$ cat src/fls_consts.vh
`ifndef FLS_CONSTS_VH
`define FLS_CONSTS_VH

// register offsets on the plain register port
`define FLS_ADDR_SCS 4'h0
`define FLS_ADDR_STAT 4'h1
`define FLS_SCS_RESET 8'h00

// store_control_status field positions
`define FLS_BIT_IRQ_EN 7
`define FLS_BIT_SECTION_BUSY 6
`define FLS_BIT_REENABLE 4
`define FLS_BIT_LOCK_SEL 3
`define FLS_BIT_PAGE_WRITE 2
`define FLS_BIT_PAGE_ERASE 1
`define FLS_BIT_STORE_EN 0

// status register field positions
`define FLS_BIT_EE_BUSY 0
`define FLS_BIT_FLASH_BUSY 1

// readback selectors held in the address pointer
`define FLS_SEL_FUSE_LOW 16'h0000
`define FLS_SEL_LOCK 16'h0001
`define FLS_SEL_FUSE_EXT 16'h0002
`define FLS_SEL_FUSE_HIGH 16'h0003

// arm windows in cycles after the control write
`define FLS_LOAD_WINDOW 3'h3
`define FLS_STORE_WINDOW 3'h4

// flash write duration, in microseconds, and clock rate
`define FLS_T_WRITE_MIN_US 3700
`define FLS_T_WRITE_MAX_US 4500
`define FLS_T_WRITE_US 4100
`define FLS_CLK_MHZ 125

// first word of the halting section, page size in words
`define FLS_HALT_START_WORD 15'h3800
`define FLS_PAGE_WORDS 64

`endif

$ cat src/fls_fuse_mux.v
`timescale 1ns/1ps
`include "fls_consts.vh"

module fls_fuse_mux (
    input wire [15:0] pointer,
    input wire [7:0] fuse_low_byte,
    input wire [7:0] fuse_high_byte,
    input wire [7:0] fuse_extended_byte,
    input wire [7:0] lock_bits,
    output reg [7:0] value
);

// bits pass unchanged: 0 means programmed, 1 means unprogrammed
always @*
begin
    case (pointer)
        `FLS_SEL_FUSE_LOW: value = fuse_low_byte;
        `FLS_SEL_LOCK: value = lock_bits;
        `FLS_SEL_FUSE_EXT: value = fuse_extended_byte;
        `FLS_SEL_FUSE_HIGH: value = fuse_high_byte;
        default: value = 8'hff;
    endcase
end

endmodule // fls_fuse_mux

$ cat src/fls_spm_ctrl.v
// Local design decisions: strobed register access and the register offsets.
`timescale 1ns/1ps
`include "fls_consts.vh"

// How it works
// pointer 1, armed load returns lock bits
// arm bits clear after readback or timeout
// unarmed load reads program memory normally
// pointer 0 returns fuse low byte
// pointer 3 returns fuse high byte
// pointer 2 returns extended fuse byte
// programmed bits read 0, unprogrammed 1
// reset never aborts a running write
// write lasts 3.7 to 4.5 ms
// core polls store enable before new command
// core waits for eeprom idle first
// core masks interrupts around timed sequence
// core erases, loads, writes, re-enables page
// core re-enables until section busy clears
// during programming fetch only halting section
// control register bit layout as given
// section busy set on start, cleared later
// re-enable during load discards page buffer
// unknown selectors read all ones, read-only
// reset clears arm bits and pending arm
module fls_spm_ctrl #(
    parameter TICK_DIV = `FLS_CLK_MHZ,
    parameter WRITE_TICKS = `FLS_T_WRITE_US,
    parameter PAGE_WORDS = `FLS_PAGE_WORDS
) (
    input wire clock,
    input wire reset,
    input wire [3:0] reg_addr,
    input wire [7:0] reg_wdata,
    input wire reg_wr,
    input wire reg_rd,
    output reg [7:0] reg_rdata,
    input wire load_req,
    input wire [15:0] load_addr,
    input wire [7:0] flash_byte,
    output reg [7:0] load_data,
    output reg load_valid,
    input wire store_req,
    input wire [15:0] store_addr,
    input wire [15:0] store_data,
    input wire fetch_req,
    input wire [15:0] fetch_addr,
    output reg fetch_stall,
    input wire eeprom_write_busy,
    input wire [7:0] fuse_low_byte,
    input wire [7:0] fuse_high_byte,
    input wire [7:0] fuse_extended_byte,
    input wire [7:0] lock_bits,
    output reg flash_erase,
    output reg flash_write,
    output reg flash_lock,
    output reg [14-$clog2(PAGE_WORDS):0] flash_page,
    output reg [7:0] lock_data,
    input wire [$clog2(PAGE_WORDS)-1:0] buf_rd_index,
    output reg [15:0] buf_rd_data,
    output reg section_busy_flag,
    output reg cpu_halt
);

localparam PB = $clog2(PAGE_WORDS);

////////////////////////////////////////////////////////////////////////////////
// store_control_status and arm state

reg store_irq_enable;
reg section_reenable;
reg lock_read_select;
reg page_write_cmd;
reg page_erase_cmd;
reg store_enable;
reg [2:0] arm_cnt;
reg op_was_write;
reg [15:0] page_buf [0:PAGE_WORDS-1];
reg [PAGE_WORDS-1:0] loaded;

wire op_busy;
wire op_done;
wire [7:0] fuse_value;
wire armed;
wire [2:0] window_last;
wire readback_hit;
wire store_hit;
wire timed_op;
wire page_load;
wire in_concurrent;
wire scs_wr;
wire scs_rd;
wire [7:0] scs_value;
wire [PB-1:0] word_idx;

// once a timed write runs, store_enable stays high until it is done or reset clears it, so the
// arm counter and the windows only apply to an idle flash
// the done cycle still shows store_enable high; it must not take a new store
assign armed = store_enable && !op_busy && !op_done;
assign window_last = lock_read_select ? `FLS_LOAD_WINDOW - 3'h1 : `FLS_STORE_WINDOW - 3'h1;

// an eeprom write in flight also blocks fuse and lock readback
assign readback_hit = load_req && armed && lock_read_select && !eeprom_write_busy
    && (arm_cnt < `FLS_LOAD_WINDOW);
assign store_hit = store_req && armed && (arm_cnt < `FLS_STORE_WINDOW);
assign timed_op = store_hit && (page_erase_cmd || page_write_cmd || lock_read_select);
assign page_load = store_hit && !page_erase_cmd && !page_write_cmd && !lock_read_select
    && !section_reenable;
assign in_concurrent = store_addr[15:1] < `FLS_HALT_START_WORD;
assign word_idx = store_addr[PB:1];

// control writes are dropped while the eeprom is writing
assign scs_wr = reg_wr && (reg_addr == `FLS_ADDR_SCS) && !eeprom_write_busy;
assign scs_rd = reg_rd && (reg_addr == `FLS_ADDR_SCS);

assign scs_value = {store_irq_enable, section_busy_flag, 1'b0, section_reenable,
    lock_read_select, page_write_cmd, page_erase_cmd, store_enable};

////////////////////////////////////////////////////////////////////////////////
// write timing and readback selection

fls_timer #(
    .TICK_DIV(TICK_DIV),
    .WRITE_TICKS(WRITE_TICKS)
) u_timer (
    .clock(clock),
    .reset(reset),
    .start(timed_op),
    .busy(op_busy),
    .done(op_done)
);

fls_fuse_mux u_fuse_mux (
    .pointer(load_addr),
    .fuse_low_byte(fuse_low_byte),
    .fuse_high_byte(fuse_high_byte),
    .fuse_extended_byte(fuse_extended_byte),
    .lock_bits(lock_bits),
    .value(fuse_value)
);

////////////////////////////////////////////////////////////////////////////////
// control register, commands and load answers

always @(posedge clock)
begin
    if (reset)
    begin
        store_irq_enable <= 1'b0;
        section_reenable <= 1'b0;
        lock_read_select <= 1'b0;
        page_write_cmd <= 1'b0;
        page_erase_cmd <= 1'b0;
        store_enable <= 1'b0;
        arm_cnt <= 3'h0;
        section_busy_flag <= 1'b0;
        // a write that outlives reset keeps the core halted until it ends
        cpu_halt <= cpu_halt && op_busy;
        op_was_write <= op_was_write && op_busy;
        load_data <= 8'h00;
        load_valid <= 1'b0;
        flash_erase <= 1'b0;
        flash_write <= 1'b0;
        flash_lock <= 1'b0;
        flash_page <= {(15-PB){1'b0}};
        lock_data <= 8'hff;
    end
    else
    begin
        load_valid <= load_req;
        flash_erase <= 1'b0;
        flash_write <= 1'b0;
        flash_lock <= 1'b0;
        if (load_req)
        begin
            if (readback_hit)
                load_data <= fuse_value;
            else
                load_data <= flash_byte;
        end
        if (armed)
            arm_cnt <= arm_cnt + 3'h1;
        if (op_done)
        begin
            // completion clears the command; the poll on store_enable sees it
            store_enable <= 1'b0;
            page_erase_cmd <= 1'b0;
            page_write_cmd <= 1'b0;
            lock_read_select <= 1'b0;
            cpu_halt <= 1'b0;
            op_was_write <= 1'b0;
        end
        if (readback_hit)
        begin
            lock_read_select <= 1'b0;
            store_enable <= 1'b0;
        end
        else if (store_hit)
        begin
            if (page_erase_cmd || page_write_cmd)
            begin
                flash_erase <= page_erase_cmd;
                flash_write <= page_write_cmd;
                flash_page <= store_addr[15:PB+1];
                op_was_write <= page_write_cmd;
                if (in_concurrent)
                    section_busy_flag <= 1'b1;
                else
                    cpu_halt <= 1'b1;
            end
            else if (lock_read_select)
            begin
                flash_lock <= 1'b1;
                lock_data <= store_data[7:0];
            end
            else
            begin
                // re-enable or page load: both finish at once and free the
                // concurrent section
                section_busy_flag <= 1'b0;
                section_reenable <= 1'b0;
                store_enable <= 1'b0;
            end
        end
        else if (armed && arm_cnt == window_last)
        begin
            lock_read_select <= 1'b0;
            store_enable <= 1'b0;
            page_erase_cmd <= 1'b0;
            page_write_cmd <= 1'b0;
            section_reenable <= 1'b0;
        end
        if (scs_wr)
        begin
            store_irq_enable <= reg_wdata[`FLS_BIT_IRQ_EN];
            // command bits are frozen while a timed write runs
            if (!op_busy && !timed_op)
            begin
                store_enable <= reg_wdata[`FLS_BIT_STORE_EN];
                page_erase_cmd <= reg_wdata[`FLS_BIT_PAGE_ERASE] && reg_wdata[`FLS_BIT_STORE_EN];
                page_write_cmd <= reg_wdata[`FLS_BIT_PAGE_WRITE] && reg_wdata[`FLS_BIT_STORE_EN];
                lock_read_select <= reg_wdata[`FLS_BIT_LOCK_SEL] && reg_wdata[`FLS_BIT_STORE_EN];
                section_reenable <= reg_wdata[`FLS_BIT_REENABLE] && reg_wdata[`FLS_BIT_STORE_EN];
                arm_cnt <= 3'h0;
            end
        end
    end
end

////////////////////////////////////////////////////////////////////////////////
// temporary page buffer

// each word takes one load only; a second load to the same word is ignored
// until the buffer is erased
always @(posedge clock)
begin
    if (reset)
        loaded <= {PAGE_WORDS{1'b0}};
    else if (scs_wr && reg_wdata[`FLS_BIT_REENABLE] && !op_busy)
        loaded <= {PAGE_WORDS{1'b0}};
    else if (op_done && op_was_write)
        loaded <= {PAGE_WORDS{1'b0}};
    else if (page_load && !loaded[word_idx])
        loaded[word_idx] <= 1'b1;
end

always @(posedge clock)
begin
    if (page_load && !loaded[word_idx])
        page_buf[word_idx] <= store_data;
end

// words never loaded read as erased flash
always @(posedge clock)
begin
    if (reset)
        buf_rd_data <= 16'hffff;
    else if (loaded[buf_rd_index])
        buf_rd_data <= page_buf[buf_rd_index];
    else
        buf_rd_data <= 16'hffff;
end

////////////////////////////////////////////////////////////////////////////////
// fetch guard: the concurrent section cannot be fetched while it is busy

always @(posedge clock)
begin
    if (reset)
        fetch_stall <= 1'b0;
    else
        fetch_stall <= fetch_req && (cpu_halt
            || (section_busy_flag && fetch_addr[15:1] < `FLS_HALT_START_WORD));
end

////////////////////////////////////////////////////////////////////////////////
// register read port, data in the cycle after the strobe

always @(posedge clock)
begin
    if (reset)
        reg_rdata <= 8'h00;
    else if (scs_rd)
        reg_rdata <= scs_value;
    else if (reg_rd && reg_addr == `FLS_ADDR_STAT)
        reg_rdata <= {6'h00, op_busy, eeprom_write_busy};
    else
        reg_rdata <= 8'h00;
end

endmodule // fls_spm_ctrl

$ cat src/fls_timer.v
`timescale 1ns/1ps
`include "fls_consts.vh"

module fls_timer #(
    parameter TICK_DIV = `FLS_CLK_MHZ,
    parameter WRITE_TICKS = `FLS_T_WRITE_US
) (
    input wire clock,
    input wire reset,
    input wire start,
    output reg busy = 1'b0,
    output reg done
);

localparam PW = $clog2(TICK_DIV + 1);
localparam TW = $clog2(WRITE_TICKS + 1);
localparam [PW-1:0] PRE_LAST = TICK_DIV - 1;
localparam [TW-1:0] TICK_LAST = WRITE_TICKS - 1;

reg [PW-1:0] prescale;
reg us_tick;
reg [TW-1:0] ticks;

////////////////////////////////////////////////////////////////////////////////
// a running write ignores reset: aborting it would leave the page half done
always @(posedge clock)
begin
    if (reset && !busy)
    begin
        prescale <= {PW{1'b0}};
        ticks <= {TW{1'b0}};
        us_tick <= 1'b0;
        done <= 1'b0;
    end
    else
    begin
        done <= 1'b0;
        us_tick <= 1'b0;
        if (start && !busy)
        begin
            busy <= 1'b1;
            prescale <= {PW{1'b0}};
            ticks <= {TW{1'b0}};
        end
        else if (busy)
        begin
            // one-microsecond enable stands in for the calibrated oscillator
            if (prescale == PRE_LAST)
            begin
                prescale <= {PW{1'b0}};
                us_tick <= 1'b1;
            end
            else
                prescale <= prescale + 1'b1;
            if (us_tick)
            begin
                if (ticks == TICK_LAST)
                begin
                    busy <= 1'b0;
                    done <= 1'b1;
                end
                else
                    ticks <= ticks + 1'b1;
            end
        end
    end
end

endmodule // fls_timer

$ cat config.mk
export PLATFORM = sky130hd
export DESIGN_NAME = fls_spm_ctrl
export DESIGN_NICKNAME = d
export VERILOG_FILES = /design/src/fls_fuse_mux.v /design/src/fls_spm_ctrl.v /design/src/fls_timer.v
export VERILOG_INCLUDE_DIRS = /design/src
export SDC_FILE = /design/constraint.sdc
export NUM_CORES = 1
export LEC_CHECK = 0
export BUFFER_PORTS_ARGS = -buffer_cell sky130_fd_sc_hd__buf_2
export CORE_MARGIN = 8
export CORE_UTILIZATION = 50
export DETAILED_ROUTE_END_ITERATION = 6
export GPL_TIMING_DRIVEN = 0
export HOLD_SLACK_MARGIN = 0.06
export PLACE_DENSITY = 0.69
export SYNTH_ARGS = -nofsm -noshare
export SYNTH_HDL_FRONTEND = slang
export SYNTH_HIERARCHICAL = 1
export SYNTH_SLANG_ARGS = --single-unit
$ cat constraint.sdc
create_clock -name clock -period 10.1 [get_ports clock]
set_clock_uncertainty 0.15 [all_clocks]
set_input_delay 1.515 -clock clock [delete_from_list [all_inputs] [get_ports clock]]
set_output_delay 1.515 -clock clock [all_outputs]
set_load 0.02 [all_outputs]
# --- Word level (Yosys, flattened, before mapping) ---
# Memory sizes are Yosys's and may differ from the RTL's. A register that Yosys moved wholly into a read port is not among the register bits.
# Index checks and enable logic that the tools add are counted.
# W data, S select, Z words.
classes:
  muxes: 70
  eq_ne: 9
  bitwise_logic: 8
  magnitude_cmp: 7
  n_addsub: 3
  n_reduce_logical: 60
op_table:
  columns: ["cell", "n"]
  rows:
  - ["$or A64 B64 Y64", 1]
  - ["$mux W1", 59]
  - ["$logic_and A1 B1 Y1", 34]
  - ["$eq A16 B2 Y1 const B", 2]
  - ["$pmux W8 S4", 1]
  - ["$lt A15 B14 Y1 const B", 2]
  - ["$eq A16 B1 Y1 const B", 1]
  - ["$logic_not A16 Y1", 1]
  - ["$mux W8", 2]
  - ["$lt A6 B7 Y1 const B", 2]
  - ["$add A13 B1 Y13 const B", 1]
  - ["$eq A13 B13 Y1 const B", 1]
  - ["$bmux W1 S6", 2]
  - ["$reduce_or A4 Y1", 3]
  - ["$logic_not A1 Y1", 9]
  - ["$mux W3", 3]
  - ["$reduce_and A4 Y1", 2]
  - ["$add A7 B1 Y7 const B", 1]
  - ["$eq A7 B7 Y1 const B", 1]
  - ["$mux W7", 1]
  - ["$not A1 Y1", 7]
  - ["$demux W1 S6", 1]
  - ["$ge A6 B1 Y1 const B", 1]
  - ["$reduce_and A3 Y1", 2]
  - ["12 further kinds", 17]
word_totals:
  ramBits: 1024
  register_bits: 137
  word_cells: 184
  memories: 1
memory_table:
  columns: ["memory", "depth", "width", "rd", "rd_clocked_by_memory_dff", "wr", "line", "source"]
  rows:
  - ["page_buf", 64, 16, 1, 1, 1, "fls_spm_ctrl.v:78", "reg [15:0] page_buf [0:PAGE_WORDS-1];"]

# --- Logic depth before layout (Yosys ltp) ---
logic_depth:
  ltp_word: 12
  depth_mapped: 9
  depth_no_buf: 7

# --- Hierarchy ---
# Netlist, hierarchy kept.
modules_own_cells:
  columns: ["module", "n_inst", "area_each_um2", "cells_each", "seq_area_each_um2"]
  rows:
  - ["fls_spm_ctrl", 1, 44261.2, 2208, 33332.0]
  - ["fls_timer", 1, 1141.1, 117, 470.5]
  - ["fls_fuse_mux", 1, 274.0, 23, 0.0]

# --- Least setup slack after synthesis ---
# Ideal clock, no wire load.
synth_path:
  path_kind: "input-to-reg"
  startpoint: "input port store_addr[3]"
  endpoint: "memory page_buf[34][0], enable pin"
  t_required_ns: 9.520
  path_buffers: 2
  t_arrival_ns: 4.627
  slack_ns: 4.893
  path_stages: 6
  setup_ns: 0.430
  cell_sequence: "buf_2 > buf_1 > mux2_2 > a2111oi_0 > o21ai_1 > nor4_1"
synth_via:
  elab_chain_cells: 6
synth_rtl:
  columns: ["element", "line", "source"]
  rows:
  - ["start, declared", "fls_spm_ctrl.v:44", "input wire [15:0] store_addr,"]
  - ["$bmux W1 S6", "fls_spm_ctrl.v:269", "if (page_load && !loaded[word_idx])"]
  - ["$mux W1 (implied by the code)", "fls_spm_ctrl.v:269", null]
  - ["$logic_not A1 Y1", "fls_spm_ctrl.v:269", null]
  - ["$logic_and A1 B1 Y1", "fls_spm_ctrl.v:269", null]
  - ["$mux W1", "fls_spm_ctrl.v:269", null]
  - ["$mux W1 (implied by the code)", "fls_spm_ctrl.v:270", "page_buf[word_idx] <= store_data;"]
  - ["end, declared", "fls_spm_ctrl.v:78", null]
# Parallel ways exist; a longest one is shown, timed or not. The select of a mux whose other input is x is not followed.

# --- Worst setup path after layout ---
layout_path:
  startpoint: "input port buf_rd_index[2]"
  endpoint: "register buf_rd_data[11] (read register of page_buf)"
layout_via:
  elab_chain_cells: 4
layout_rtl:
  columns: ["element", "line", "source"]
  rows:
  - ["start, declared", "fls_spm_ctrl.v:59", "input wire [$clog2(PAGE_WORDS)-1:0] buf_rd_index,"]
  - ["$bmux W1 S6", "fls_spm_ctrl.v:278", "else if (loaded[buf_rd_index])"]
  - ["$mux W1 (implied by the code)", "fls_spm_ctrl.v:278", null]
  - ["$not A1 Y1 (no line)", null, null]
  - ["$reduce_or A2 Y1 (no line)", null, null]
  - ["end, declared", "fls_spm_ctrl.v:60", "output reg [15:0] buf_rd_data,"]
# Parallel ways exist; a longest one is shown, timed or not. The select of a mux whose other input is x is not followed.
# A chain may end at the register's enable or synchronous reset.

==> summary.md <==
| Metric | Value |
|---|---|
| Syn Area/Cell | 19.5 µm² |
| R2R Path Start | u_timer/busy |
| Post-synthesis async set-or-reset flop share | 0% |
| Static leakage | 17.4 nW |
| Fin area | 53000 µm² |
| Leading area contributor after synthesis | edfxtp_1 |
| WP data required | 10470 ps |
| WS Path Type | in2reg |
| CTS sink count | 1176 |
| Via density | 6.25 |
| Endpoints failing hold | 0 |
| Final cell count without fillers | 3998 |
| Top Usage Layer GRT | met2 |
| CTS tree | done |
| Inst Count DP | 3777 |
| Core area | 91100 µm² |
| Synth Net Count | 2482 |
| Setup Buffers After CTS | 0 |
| Root Driver | clkbuf_16 |
| Power Internal | 7.96 mW |
| RSZ-0062 raised after global routing | no |
| Worst Setup SP | buf_rd_index[2] |
| Seq pwr share | 52.3% |
| Nature of the critical path startpoint | input port |
| Insertion delay to the later sink of the worst-skew pair | 710 ps |
| Global-route wire length before repair | 172000 µm |
| Commonest cells in the synthesized netlist | 1025 x edfxtp_1, 279 x mux4_2, 164 x a22oi_1 |
| CTS buffer count | 114 |
| CTS HTree Levels | 3 |
| Final Routed Wirelength | 119000 µm |
| Number of synthesized flops with an enable pin | 1025 |
| Via Count | 25000 |
| Die area | 101000 µm² |
| Post-layout min period | 5420 ps |
| Met2 Resource Use GR | 37.0% |
| Reg2reg path depth | 7 |
| CP endpoint kind | flop |
| Total gr overflow | 0 |
| Mapped cell area | 45700 µm² |
| RR Endpoint | page_buf[7][11] |
| Slew Viols, Final | 0 |
| TNS Setup | 0 ps |
| Count leader, synth | edfxtp_1 |
| Die Span Y | 318 µm |
| Ports | 186 |
| Rows | 111 |
| CTS Buffer Depth | 3 |
| Clock power frac | 42.2% |
| Max-Cap Viols | 0 |
| Yosys top cell area share | 67.4% |
| Chip width | 318 µm |
| Met3 Use GR | 4.76% |
| Yosys cell types | 77 |
| Synth-to-layout area growth | 16.1% |
| Ys flop type | edfxtp_1 |
| Flops & latches, synth | 1176 |
| Total power | 10.1 mW |
| Initial antenna violation count | 6 |
| Drt drc | 0 |
| Status | finished clean |
| Final setup viols | 0 |
| HPWL after DPL | 79800 µm |
| Nets | 2842 |
| Drt wl/cell | 29.7 µm |
| DR pass1 iterations | 5 |
| Pin count of the biggest net entering global routing | 66 |
| Power Dens Cells | 191 nW/µm² |
| Worst-path clk slew | 70 ps |
| Post-Synthesis Cells | 2348 |
| Slew @ Worst Pin | 1430 ps |
| Worst min path class | reg2reg |
| I/O Buffers | 164 |
| Starting Density | 50.1% |
| FMAX | 0.184 GHz |
| Placed cell area | 49200 µm² |
| Vias in the first global route | 25500 |
| Antenna viol nets, final | 0 |
| CP Data Arrival Time | 5790 ps |
| Met1 Track Usage GR | 31.2% |
| CP Max Fanout | 10 |
| Synth top area cells | edfxtp_1 67%, mux4_2 14%, dfxtp_1 6.6% |
| Net Switching | 2.19 mW |
| Hold_ws | 319 ps |
| Hold_buf cts | 0 |
| Final Wtd Congestion | 0.951 |
| Layout cells sized above 1 | 29.4% |
| Crit path to | buf_rd_data[11] |
| Max-slew headroom | 4.80% |
| Register area share after synthesis | 74.0% |
| Comb pwr share | 5.4% |
| Period utilization | 53.7% |
| Detailed router's first-iteration violation count | 2931 |
| Switching Share | 21.6% |
| Tot GR Track Use | 23.0% |
| VDD IR-drop max | 0.138 mV |
| Yosys Warn Count | 6 |
| R2R Setup Slk | 6280 ps |
| Post-CTS resize count | 0 |
sequential cells by signal (all words and copies together), names as in the netlist, 3 cells and up:
name              flops
arm_cnt               3
lock_data             8
reg_rdata             7
flash_page            9
load_data             8
loaded               64
u_timer/ticks        13
buf_rd_data          16
u_timer/prescale      7
page_buf           1024
cell usage in the layout, fill, tap and decap left out, types with 7 or more instances in the layout:
| cell type | n |
|---|---|
| nor3_1 | 8 |
| inv_1 | 12 |
| xor2_1 | 10 |
| nor2_1 | 70 |
| nand3_1 | 30 |
| dfxtp_1 | 151 |
| buf_2 | 194 |
| bufinv_16 | 12 |
| nor2_2 | 16 |
| nand3b_1 | 7 |
| a21oi_1 | 9 |
| and2_1 | 14 |
| nand4_1 | 7 |
| nor4_2 | 9 |
| nand2_1 | 95 |
| buf_6 | 43 |
| nor3_2 | 35 |
| clkbuf_8 | 8 |
| a211oi_1 | 9 |
| or2_1 | 8 |
| edfxtp_1 | 1025 |
| a22oi_1 | 164 |
| xnor2_1 | 8 |
| nor2b_1 | 12 |
| clkbuf_1 | 87 |
| mux2i_1 | 50 |
| mux4_2 | 279 |
| mux2_2 | 9 |
| buf_4 | 25 |
| a22o_1 | 11 |
| clkbuf_16 | 116 |
| buf_8 | 20 |
| clkinv_1 | 18 |
| clkinv_2 | 20 |
| o21a_1 | 58 |
| buf_1 | 40 |
power by group through the flow:
stage	sequential, mW	clock, mW	combinational (mW)
final	5.31	4.28	0.553
after global routing	5.31	4.51	0.585
after CTS	5.31	4.33	0.552
after detailed placement	5.41	0	0.551
after global placement	5.41	0	0.532
after floorplan	5.42	0	0.280
per-stage QoR:
step / setup WS [ps] / utilization (%)
4_1_cts: 4930 / 58.2
6_report: 4680 / 58.2
3_5_place_dp: 4200 / 54.0
5_1_grt: 4630 / 58.2
2_1_floorplan: 4890 / -
3_3_place_gp: 2760 / 52.7
worst max-delay path, cell delays in order:
cell	delay (ps)
buf_2	170
buf_2	360
buf_2	370
clkbuf_1	670
clkbuf_1	850
mux4_2	430
a22oi_1	240
nand2_1	270
a22oi_1	570
nand3_1	300
cells by family (layout without fill, tap and decap cells):
group           count (synthesis)  count (layout)  synth area share, %
buf+inv                       153             612                 1.42
other cells                     1               6              0.00821
simple gates                  367             367                 4.23
mux                           338             338                 15.1
compound gates                291             291                 4.80
flops                        1176            1176                 74.0
fa+ha+maj                       4               4                0.110
xor+xnor                       18              18                0.345
worst min-delay path by stage:
stage,startpoint,endpoint,cells after the start
6_report,lock_data[7],lock_data[7],2
4_1_cts,lock_data[1],lock_data[1],2
3_5_place_dp,lock_data[6],lock_data[6],2
5_1_grt,lock_data[3],lock_data[3],2
3_3_place_gp,store_irq_enable,reg_rdata[7],1
2_1_floorplan,store_irq_enable,reg_rdata[7],1
layer usage:
metal,vias up,wire (µm)
met4,2,4240
met2,1292,56800
met5,-,7
li1,10500,-
met3,200,10800
met1,13000,47000
cell type report:
cell class	instances	area (µm²)
Buffer	141	606
Clock buffer	154	3130
Inverter	12	45.0
Sequential cell	1176	33800
Clock inverter	61	651
Timing Repair Buffer	244	1790
Fill cell	6638	38100
Multi-Input combinational cell	1019	11500
Tap cell	1186	1480
Antenna cell	5	12.5
Power figures use the tool's default switching activity.
